==> src/pkg/fdc_out_pkg.sv <==
// constants for the floppy drive output control block
// assumes an 8-bit host i/o bus with decoded address, read and write strobes
// Notes on behaviour
// - primary status-b reads ones in bits 7,6
// - alternate bit 2 latches write gate, read clears
// - alternate bit 3 latches read-data trailing edge
// - alternate bit 4 latches write-data edge, ungated
// - alternate bits 5,6 show drive select levels
// - output register always writable, survives soft reset
// - bits 1:0 binary drive number, one selected
// - bit 2 low holds controller in reset
// - soft reset at least 100ns, two writes suffice
// - mode a: bit 3 enables dma/irq pins
// - mode b: dma/irq pins always enabled
// - bits 4,5 drive active-low motor outputs
// - normal decode of selects and motors
// - swapped decode exchanges drives 0 and 1
// - tape bits 1:0 name tape drive
// - tape register survives soft reset, upper bits float except in enhanced mode 2
// - enhanced mode 2 read adds boot, type
// - drive type chosen from config byte pairs
// - digital input register read at 3f7
package fdc_out_pkg;
  localparam logic [15:0] ADDR_STATUS_B  = 16'h03f1;
  localparam logic [15:0] ADDR_OUT_CTRL  = 16'h03f2;
  localparam logic [15:0] ADDR_TAPE      = 16'h03f3;
  localparam logic [15:0] ADDR_DIG_IN    = 16'h03f7;
  localparam logic [7:0]  OUT_CTRL_RESET = 8'h00;
  localparam logic [1:0]  TAPE_RESET     = 2'h0;
  localparam logic [1:0]  BOOT_RESET     = 2'h0;
  localparam int          BIT_RST        = 2;
  localparam int          BIT_DMA        = 3;
  localparam int          BIT_MOT0       = 4;
  localparam int          BIT_MOT1       = 5;
  localparam int          CLK_NS         = 100;
  localparam int          SOFT_RST_MIN_NS = 100;
  localparam int          SOFT_RST_CYC   =
    ((SOFT_RST_MIN_NS + CLK_NS - 1) / CLK_NS) < 1 ? 1 :
    ((SOFT_RST_MIN_NS + CLK_NS - 1) / CLK_NS);
  typedef enum logic [1:0] {
    MODE_COMPAT_A,
    MODE_COMPAT_B,
    MODE_ENHANCED2
  } floppy_mode_t;
endpackage

==> src/verilog/drive_decode.sv <==
// combinational drive select and motor decode, normal or swapped
// assumes the output control byte comes straight from its register
`timescale 1ns/1ps
`default_nettype none
module drive_decode (
  // control byte and order
  input  wire logic [7:0] ctrl,
  input  wire logic       swap,
  // active-low drive lines
  output logic            sel0_n,
  output logic            sel1_n,
  output logic            mot0_n,
  output logic            mot1_n
);
  logic pick0;
  logic pick1;

  assign pick0 = (ctrl[1:0] == 2'h0) & ctrl[4];
  assign pick1 = (ctrl[1:0] == 2'h1) & ctrl[5];

  always_comb begin
    if (swap) begin
      sel1_n = ~pick0;
      sel0_n = ~pick1;
      mot1_n = ~ctrl[4];
      mot0_n = ~ctrl[5];
    end else begin
      sel0_n = ~pick0;
      sel1_n = ~pick1;
      mot0_n = ~ctrl[4];
      mot1_n = ~ctrl[5];
    end
  end
endmodule // drive_decode
`default_nettype wire

==> src/verilog/edge_latch.sv <==
// sticky flag set by an input event, cleared by a read pulse
// assumes the event input is synchronous to clk
`timescale 1ns/1ps
`default_nettype none
module edge_latch (
  // clock and reset
  input  wire logic clk,
  input  wire logic nrst,
  // event and clear
  input  wire logic sig_in,
  input  wire logic rising,
  input  wire logic clear,
  // flag
  output logic      flag
);
  logic prev_reg;
  logic hit;

  assign hit = rising ? (sig_in & ~prev_reg) : (~sig_in & prev_reg);

  always_ff @(posedge clk) begin
    if (!nrst) begin
      prev_reg <= 1'b0;
    end else begin
      prev_reg <= sig_in;
    end
  end

  // set wins over a clear in the same cycle
  always_ff @(posedge clk) begin
    if (!nrst) begin
      flag <= 1'b0;
    end else if (hit) begin
      flag <= 1'b1;
    end else if (clear) begin
      flag <= 1'b0;
    end
  end
endmodule // edge_latch
`default_nettype wire

==> src/verilog/floppy_drive_output_control.sv <==
// host-visible output control, tape and status-b registers of the floppy
// controller; assumes decoded i/o address with one-cycle rd/wr strobes
`timescale 1ns/1ps
`default_nettype none
module floppy_drive_output_control (
  // clock and reset
  input  wire logic                      clk,
  input  wire logic                      nrst,
  // host i/o bus
  input  wire logic [15:0]               io_addr,
  input  wire logic                      io_rd,
  input  wire logic                      io_wr,
  input  wire logic [7:0]                io_wdata,
  output logic [7:0]                     io_rdata,
  output logic [7:0]                     io_rdata_oe,
  // configuration
  input  wire fdc_out_pkg::floppy_mode_t mode,
  input  wire logic                      swap_drives,
  input  wire logic                      alt_status_b,
  input  wire logic [7:0]                drive_type_config,
  // drive interface activity
  input  wire logic                      write_gate_out,
  input  wire logic                      read_data_in,
  input  wire logic                      write_data_out,
  // drive lines
  output logic                           drive_number_bit0_n,
  output logic                           drive_number_bit1_n,
  output logic                           motor_on0_out,
  output logic                           motor_on1_out,
  // controller core hooks
  output logic                           soft_rst_n,
  output logic                           dma_pin_enable,
  output logic                           dig_in_read
);
  import fdc_out_pkg::*;

  //////////////////////////////////////////////////////////////////////////
  // registers
  logic [7:0] drive_output_control_reg;
  logic [1:0] tape_drive_assign_reg;
  logic [1:0] boot_drive_reg;
  logic       write_gate_out_flag;
  logic       rdata_flag;
  logic       wdata_flag;
  logic       sel0_n_c;
  logic       sel1_n_c;
  logic       mot0_n_c;
  logic       mot1_n_c;
  logic       rd_dig_in;
  logic [7:0] rdata_next;
  logic [7:0] oe_next;
  logic [1:0] type_id;

  function automatic logic [1:0] type_pick(input logic [7:0] cfg,
                                           input logic [1:0] idx);
    type_pick = cfg[{idx, 1'b0} +: 2];
  endfunction

  assign rd_dig_in = io_rd && (io_addr == ADDR_DIG_IN);
  assign type_id   = type_pick(drive_type_config,
                               drive_output_control_reg[1:0]);

  // soft reset bit only gates the core; register keeps its contents
  always_ff @(posedge clk) begin
    if (!nrst) begin
      drive_output_control_reg <= OUT_CTRL_RESET;
    end else if (io_wr && io_addr == ADDR_OUT_CTRL) begin
      drive_output_control_reg <= io_wdata;
    end
  end

  // tape register is not touched by the soft reset
  always_ff @(posedge clk) begin
    if (!nrst) begin
      tape_drive_assign_reg <= TAPE_RESET;
      boot_drive_reg        <= BOOT_RESET;
    end else if (io_wr && io_addr == ADDR_TAPE) begin
      tape_drive_assign_reg <= io_wdata[1:0];
      if (mode == MODE_ENHANCED2) begin
        boot_drive_reg <= io_wdata[3:2];
      end
    end
  end

  //////////////////////////////////////////////////////////////////////////
  // latched drive activity flags
  edge_latch u_write_gate_out (
    .clk    (clk),
    .nrst   (nrst),
    .sig_in (write_gate_out),
    .rising (1'b1),
    .clear  (rd_dig_in),
    .flag   (write_gate_out_flag)
  );
  edge_latch u_rdata (
    .clk    (clk),
    .nrst   (nrst),
    .sig_in (read_data_in),
    .rising (1'b0),
    .clear  (rd_dig_in),
    .flag   (rdata_flag)
  );
  edge_latch u_wdata (
    .clk    (clk),
    .nrst   (nrst),
    .sig_in (write_data_out),
    .rising (1'b0),
    .clear  (rd_dig_in),
    .flag   (wdata_flag)
  );

  drive_decode u_decode (
    .ctrl   (drive_output_control_reg),
    .swap   (swap_drives),
    .sel0_n (sel0_n_c),
    .sel1_n (sel1_n_c),
    .mot0_n (mot0_n_c),
    .mot1_n (mot1_n_c)
  );

  //////////////////////////////////////////////////////////////////////////
  // registered outputs
  always_ff @(posedge clk) begin
    if (!nrst) begin
      drive_number_bit0_n  <= 1'b1;
      drive_number_bit1_n  <= 1'b1;
      motor_on0_out <= 1'b1;
      motor_on1_out <= 1'b1;
    end else begin
      drive_number_bit0_n  <= sel0_n_c;
      drive_number_bit1_n  <= sel1_n_c;
      motor_on0_out <= mot0_n_c;
      motor_on1_out <= mot1_n_c;
    end
  end

  always_ff @(posedge clk) begin
    if (!nrst) begin
      soft_rst_n     <= 1'b0;
      // mode b keeps the dma/irq pins enabled right through reset
      dma_pin_enable <= (mode != MODE_COMPAT_A);
      dig_in_read    <= 1'b0;
    end else begin
      soft_rst_n     <= drive_output_control_reg[BIT_RST];
      dma_pin_enable <= (mode != MODE_COMPAT_A) ||
                        drive_output_control_reg[BIT_DMA];
      dig_in_read    <= rd_dig_in;
    end
  end

  //////////////////////////////////////////////////////////////////////////
  // read mux
  always_comb begin
    rdata_next = 8'h00;
    oe_next    = 8'h00;
    if (io_addr == ADDR_OUT_CTRL) begin
      rdata_next = drive_output_control_reg;
      oe_next    = 8'hff;
    end else if (io_addr == ADDR_TAPE) begin
      if (mode == MODE_ENHANCED2) begin
        rdata_next = {2'h0, type_id, boot_drive_reg,
                      tape_drive_assign_reg};
        oe_next    = 8'hff;
      end else begin
        rdata_next = {6'h00, tape_drive_assign_reg};
        oe_next    = 8'h03;
      end
    end else if (io_addr == ADDR_STATUS_B) begin
      oe_next = 8'hff;
      if (alt_status_b) begin
        rdata_next = {1'b1, sel1_n_c, sel0_n_c, wdata_flag, rdata_flag,
                      write_gate_out_flag, 2'h3};
      end else begin
        rdata_next = {2'h3, drive_output_control_reg[0], 1'b0, 1'b0,
                      write_gate_out, drive_output_control_reg[5:4]};
      end
    end
  end

  always_ff @(posedge clk) begin
    if (!nrst) begin
      io_rdata    <= 8'h00;
      io_rdata_oe <= 8'h00;
    end else if (io_rd) begin
      io_rdata    <= rdata_next;
      io_rdata_oe <= oe_next;
    end else begin
      io_rdata_oe <= 8'h00;
    end
  end
endmodule // floppy_drive_output_control
`default_nettype wire
==> config.mk <==
export PLATFORM = sky130hd
export DESIGN_NAME = floppy_drive_output_control
export DESIGN_NICKNAME = d
export VERILOG_FILES = /design/src/pkg/fdc_out_pkg.sv /design/src/verilog/drive_decode.sv /design/src/verilog/edge_latch.sv /design/src/verilog/floppy_drive_output_control.sv
export SDC_FILE = /design/constraint.sdc
export NUM_CORES = 1
export LEC_CHECK = 0
export BUFFER_PORTS_ARGS = -buffer_cell sky130_fd_sc_hd__buf_2
export CORE_MARGIN = 2
export CORE_UTILIZATION = 47
export DETAILED_ROUTE_END_ITERATION = 7
export GPL_TIMING_DRIVEN = 0
export PLACE_DENSITY_LB_ADDON = 0.15
export SLEW_MARGIN = 20
export SYNTH_ARGS = -nofsm -noshare
export SYNTH_HDL_FRONTEND = slang
export SYNTH_SLANG_ARGS = --single-unit
==> constraint.sdc <==
create_clock -name clk -period 1.59 [get_ports clk]
set_input_delay 0.159 -clock clk [delete_from_list [all_inputs] [get_ports clk]]
set_output_delay 0.159 -clock clk [all_outputs]
set_load 0.05 [all_outputs]
## Word level (Yosys, flattened, before mapping)

Index checks and enable logic that the tools add are counted.

| word-level totals | value |
|---|---|
| register bits after elaboration | 41 |
| output and inout bits | 23 |
| input bits | 43 |

| operators by class | value |
|---|---|
| muxes and demuxes | 18 |
| bitwise gates (word level) | 12 |
| equal/unequal tests | 6 |
| reductions and logical operators | 11 |
| shift-type cells | 1 |

Operators by type and width:

| cell | number |
|---|---|
| $eq A16 B10 Y1 const B | 4 |
| $mux W8 | 7 |
| $mux W1 | 9 |
| $reduce_bool A2 Y1 | 4 |
| $shiftx A8 B4 Y2 | 1 |
| $mux W7 | 1 |
| $not A1 Y1 | 7 |
| $mux W6 | 1 |
| $and A1 B1 Y1 | 5 |
| $reduce_and A2 Y1 | 2 |
| $logic_and A1 B1 Y1 | 3 |
| $eq A2 B1 Y1 const B | 1 |
| $eq A2 B2 Y1 const B | 1 |
| $logic_not A2 Y1 | 1 |
| $logic_or A1 B1 Y1 | 1 |

## Depth between registers and ports, before layout

| depth | value |
|---|---|
| word-level depth | 8 |
| gate-level depth with buffers | 7 |
| gate-level depth less buffers | 5 |

## By module

Synthesis repeated with hierarchy kept, for this count alone.

| unflattened totals | value |
|---|---|
| cell total of the unflattened synthesis | 191 |
| area total of the unflattened synthesis | 1780.5 um^2 |

By module, submodules not included:

| module | cells an instance | area an instance (um^2) | times used |
|---|---|---|---|
| floppy_drive_output_control | 163 | 1492.7 | 1 |
| edge_latch | 7 | 77.6 | 3 |
| drive_decode | 7 | 55.1 | 1 |

## Least setup slack after synthesis

Ideal clock, no wire load.

| timing | value |
|---|---|
| path type | flip-flop to flip-flop |
| start point | register drive_output_control_reg[5] |
| end point | register io_rdata[6] |
| data arrival time | 1.265 ns |
| stages on the path, launching flop included | 6 |
| data required time | 1.467 ns |
| buffers on the path | 0 |
| path slack | 0.202 ns |
| path through | dfxtp_1 nor2b_1 mux2i_1 or3b_2 a22oi_1 o21ai_0 |

| between the ends | value |
|---|---|
| longest elaborated chain between the ends | 7 |

Ends and longest elaborated chain:

| element | line | RTL |
|---|---|---|
| from (decl) | floppy_drive_output_control.sv:39 | `logic [7:0] drive_output_control_reg;` |
| from (signal assigned) | floppy_drive_output_control.sv:68 | `drive_output_control_reg <= io_wdata;` |
| $and A1 B1 Y1 | drive_decode.sv:19 | `assign pick1 = (ctrl[1:0] == 2'h1) & ctrl[5];` |
| $not A1 Y1 | drive_decode.sv:29 | `sel1_n = ~pick1;` |
| $mux W1 | drive_decode.sv:22 | `if (swap) begin` |
| $mux W7 | floppy_drive_output_control.sv:170 | `if (alt_status_b) begin` |
| $mux W8 | floppy_drive_output_control.sv:168 | `end else if (io_addr == ADDR_STATUS_B) begin` |
| $mux W8 | floppy_drive_output_control.sv:159 | `end else if (io_addr == ADDR_TAPE) begin` |
| $mux W8 | floppy_drive_output_control.sv:156 | `if (io_addr == ADDR_OUT_CTRL) begin` |
| to (signal assigned) | floppy_drive_output_control.sv:185 | `io_rdata <= rdata_next;` |
| to (decl) | floppy_drive_output_control.sv:14 | `output logic [7:0] io_rdata,` |

Every way passes these cells.
A chain may end at the register's enable or synchronous reset.

## Worst setup path in the final report

Ends and elaborated chain as after synthesis.

==> results.py <==
metrics = {
    "outcome": {
        "outcome": "finished clean",
    },
    "power_and_ir_drop": {
        "total_power_mw": 1.86,
        "net-switching-power_mw": 0.402,
        "power_density_nw_per_um2": 867,
        "portion_of_total_power_attributed_to_sequential_cells": 0.480,
        "leakagePower_nw": 0.906,
        "combinationalPowerShare": 0.093,
        "switching_share": 0.216,
        "power.ir.vdd_worst_uv": 586,
        "power.clock.fraction": 0.427,
        "power.internal_mw": 1.45,
    },
    "sta": {
        "period_needed_ns": 1.52,
        "worst_pin_slew_ns": 0.630,
        "timing.final.ws_setup_ns": 0.0745,
        "worst_clock_skew_ns": 0.00693,
        "fin_hold_ws_ns": 0.0198,
        "setup-violations-final": 0,
        "setup_tns_ns": 0,
        "fin_crit_sh": 0.953,
        "final_hold_viol_count": 0,
        "timing.fmax_mhz": 660,
        "report.final.slew_viol_count": 0,
        "timing.slew.headroom": 0.580,
    },
    "worst_setup_path": {
        "endpoint_kind": "register",
        "timing.critical_path.to": "io_rdata[6]$_SDFFE_PN0P_",
        "r2r_slack_ns": 0.07,
        "rr_startpoint": "drive_output_control_reg[5]$_SDFFE_PN0P_",
        "crit-reg2reg-capture": "io_rdata[6]$_SDFFE_PN0P_",
        "critPathLaunch": "drive_output_control_reg[5]$_SDFFE_PN0P_",
        "slowest_delay_ns": 0.45,
        "critical_setup_path_class": "reg2reg",
        "start_kind": "register",
        "worstPathMaxFanout": 6,
        "cp.required_ns": 1.82,
        "critical_path.slowest_cell": "sky130_fd_sc_hd__or3b_2",
        "crit_chain": "nor2b_2 > mux2i_1 > or3b_2 > a22oi_1 > o21ai_0",
        "worst_ep_arrival_time_ns": 1.75,
        "reg2regPathDepth": 5,
    },
    "cts": {
        "cts-root-to-sink-buffers": 2,
        "tritoncts_clock_tree": "built",
        "cts-htree-levels": 2,
        "clock_sinks": 35,
        "clock_insertion_delay_worst_skew_ns": 0.35,
        "cts_setup_buffers": 0,
        "cts-buffers-inserted": 5,
        "cts.reportedPaths.clkPinSlew_ns": 0.11,
        "cts-root-buf": "sky130_fd_sc_hd__clkbuf_4",
    },
    "synth": {
        "synth.mux.area_fraction": 0.0642,
        "syn_area_sq_um": 1640,
        "post_synth_fa_ha_maj_area_fraction": 0,
        "synth_seq_cells": 35,
        "synth_top_cell_area_share": 0.428,
        "synthesized_area_fraction_occupied_by_xor_and_xnor_cells": 0,
        "synth_warnings": 0,
        "syn-mean-instance-area_sq_um": 8.66,
        "post_synthesis_compound_gate_area_fraction": 0.160,
        "synth_sequential_area_ratio": 0.428,
        "syn_inst": 189,
        "synth_top_area_cell": "sky130_fd_sc_hd__dfxtp_1",
        "synth.top_cells.by_area": "sky130_fd_sc_hd__dfxtp_1, sky130_fd_sc_hd__nand2_1, sky130_fd_sc_hd__a21oi_1, sky130_fd_sc_hd__mux2i_1, sky130_fd_sc_hd__buf_4",
        "synthesis.nets": 232,
        "dominant_combinational_cell_family_by_area_after_synthesis": "simple AND/OR/NAND/NOR gates",
        "synth_simple_gate_area_share": 0.284,
        "synth_cell_types": 38,
    },
    "placed_design": {
        "placement.setup.worst_slack_ns": -0.0148,
        "placed_area_sq_um": 2010,
        "port_buffers": 63,
        "place_congestion": 0.821,
        "dp_cells": 298,
        "place.detailed.hpwl_um": 2980,
    },
    "final_layout": {
        "final_common_cell": "sky130_fd_sc_hd__buf_2",
        "fillers": 308,
        "final_area_sq_um": 2140,
        "stdcell_count": 308,
        "final_core_utilization": 0.642,
        "post_route_cells_drive_above_1_share": 0.363,
        "layout.nets": 304,
        "area.sequential_sq_um": 706,
        "areaGrowthSynthToFinish_pct": 30.8,
        "antenna_cells_inserted": 0,
        "most-common-layout-cells": "sky130_fd_sc_hd__buf_2, sky130_fd_sc_hd__nand2_1, sky130_fd_sc_hd__dfxtp_1",
        "area_occupied_by_multi_input_gates_sq_um": 835,
    },
    "global_route": {
        "grt_max_degree": 12,
        "global_route.overflow_total": 0,
        "first_global_vias": 1416,
        "grt_first_pass_wirelength_um": 6630,
        "grt_antenna_before_repair": 0,
        "grt.total_usage": 0.212,
    },
    "die": {
        "core_area_sq_um": 3340,
        "die_x_um": 63.0,
        "std_cell_rows": 21,
        "top_level_i_o_count": 66,
        "initial_utilization": 0.490,
        "fp.dieH_um": 63.0,
        "die_area_sq_um": 3970,
    },
    "routing": {
        "wl_um": 3990,
        "post-route-drc-count": 0,
        "detail_route.wl_per_cell_um": 12.9,
        "via_per_inst": 5.24,
        "drt-pass1-iter-count": 4,
        "drt_first_iter_violations": 53,
        "detailroute.via_count": 1613,
        "postRouteAntennaNets": 0,
    },
    "hold_path": {
        "timing.hold.worst.class": "in2reg",
        "min_delay_path_depth": 2,
    },
    "run": {
        "drv_cap": 0,
    },
}
-- layout make-up --
class	instances	area share
flip-flops and latches	35	0.330
well taps	46	0.0269
clock buffers	6	0.0193
inverters	2	0.00351
multi-input cells	136	0.390
repair buffers	65	0.157
plain buffers	16	0.0462
clock inverters	2	0.0281
-- worst min-delay path by stage --
stage	from	to
6_report	read_data_in	u_rdata.prev_reg$_SDFF_PN0_
5_1_grt	read_data_in	u_rdata.prev_reg$_SDFF_PN0_
4_1_cts	mode[0]	dma_pin_enable$_DFF_P_
3_5_place_dp	mode[0]	dma_pin_enable$_DFF_P_
3_3_place_gp	mode[0]	dma_pin_enable$_DFF_P_
2_1_floorplan	mode[1]	dma_pin_enable$_DFF_P_
-- logic make-up (layout without fill, tap and decap cells) --
logic type             count (synthesis)  after routing
AO/OA/AOI/OAI                         42             42
buffers and inverters                 18             91
flip-flops                            35             35
multiplexers                           8              8
AND/OR/NAND/NOR                       86             86
-- timing repair --
item / CTS / global route
hold endpoints to repair: 0 / 1
hold buffers: 0 / 2
resized for setup: 1 / 4
pin swaps: 0 / 0
setup endpoints to repair: 1 / 1
-- Yosys cell counts --
| cell | count |
|---|---|
| sky130_fd_sc_hd__and4_1 | 2 |
| sky130_fd_sc_hd__o22ai_1 | 2 |
| sky130_fd_sc_hd__clkbuf_1 | 6 |
| sky130_fd_sc_hd__or3_1 | 1 |
| sky130_fd_sc_hd__buf_6 | 1 |
| sky130_fd_sc_hd__buf_2 | 2 |
| sky130_fd_sc_hd__mux2i_1 | 6 |
| sky130_fd_sc_hd__nand4_1 | 2 |
| sky130_fd_sc_hd__nand3b_1 | 1 |
| sky130_fd_sc_hd__nand2b_1 | 3 |
| sky130_fd_sc_hd__a21oi_2 | 4 |
| sky130_fd_sc_hd__and3b_1 | 1 |
| sky130_fd_sc_hd__o221ai_1 | 2 |
| sky130_fd_sc_hd__nor3b_2 | 1 |
| sky130_fd_sc_hd__and3_1 | 2 |
| sky130_fd_sc_hd__nor3b_1 | 1 |
| sky130_fd_sc_hd__nor4b_4 | 1 |
| sky130_fd_sc_hd__nand2_1 | 33 |
| sky130_fd_sc_hd__a31oi_1 | 1 |
| sky130_fd_sc_hd__nand3_1 | 9 |
| sky130_fd_sc_hd__dfxtp_1 | 35 |
| sky130_fd_sc_hd__nor4_2 | 1 |
| sky130_fd_sc_hd__a21oi_1 | 15 |
| sky130_fd_sc_hd__and2_1 | 6 |
| sky130_fd_sc_hd__a211o_1 | 1 |
| sky130_fd_sc_hd__a21boi_0 | 1 |
| sky130_fd_sc_hd__or3b_2 | 2 |
| sky130_fd_sc_hd__nor2b_1 | 7 |
| sky130_fd_sc_hd__a22o_1 | 3 |
| sky130_fd_sc_hd__inv_1 | 1 |
| sky130_fd_sc_hd__and4bb_2 | 1 |
| sky130_fd_sc_hd__o21ai_0 | 10 |
| sky130_fd_sc_hd__nor2_1 | 12 |
| sky130_fd_sc_hd__mux4_2 | 2 |
| sky130_fd_sc_hd__clkinv_1 | 1 |
| sky130_fd_sc_hd__buf_4 | 7 |
| sky130_fd_sc_hd__a21o_1 | 1 |
| sky130_fd_sc_hd__a22oi_1 | 2 |
-- critical path: cells and delay by family (launching register included) --
kind | cells | cell delay (ns)
AND/OR/NAND/NOR | 2 | 0.63
flip-flops | 1 | 0.39
AO/OA/AOI/OAI | 2 | 0.29
multiplexers | 1 | 0.11
-- metal layers --
layer | GRT usage | wire (um) | up-vias
met1 | 0.273 | 1770 | 744
met3 | 0.0703 | 299 | 4
li1 | - | - | 807
met5 | 0 | 0 | -
met2 | 0.342 | 1880 | 58
met4 | 0.0556 | 40 | 0
-- power groups by stage --
stage / Combinational (mW) / Clock, mW / Sequential (mW)
after floorplan: 0.0739 / 0 / 0.925
after global placement: 0.167 / 0 / 0.913
after detailed placement: 0.168 / 0 / 0.913
after CTS: 0.169 / 0.793 / 0.893
after global routing: 0.192 / 0.844 / 0.893
final: 0.173 / 0.792 / 0.891
No activity file was read; power rests on OpenSTA's default activity.
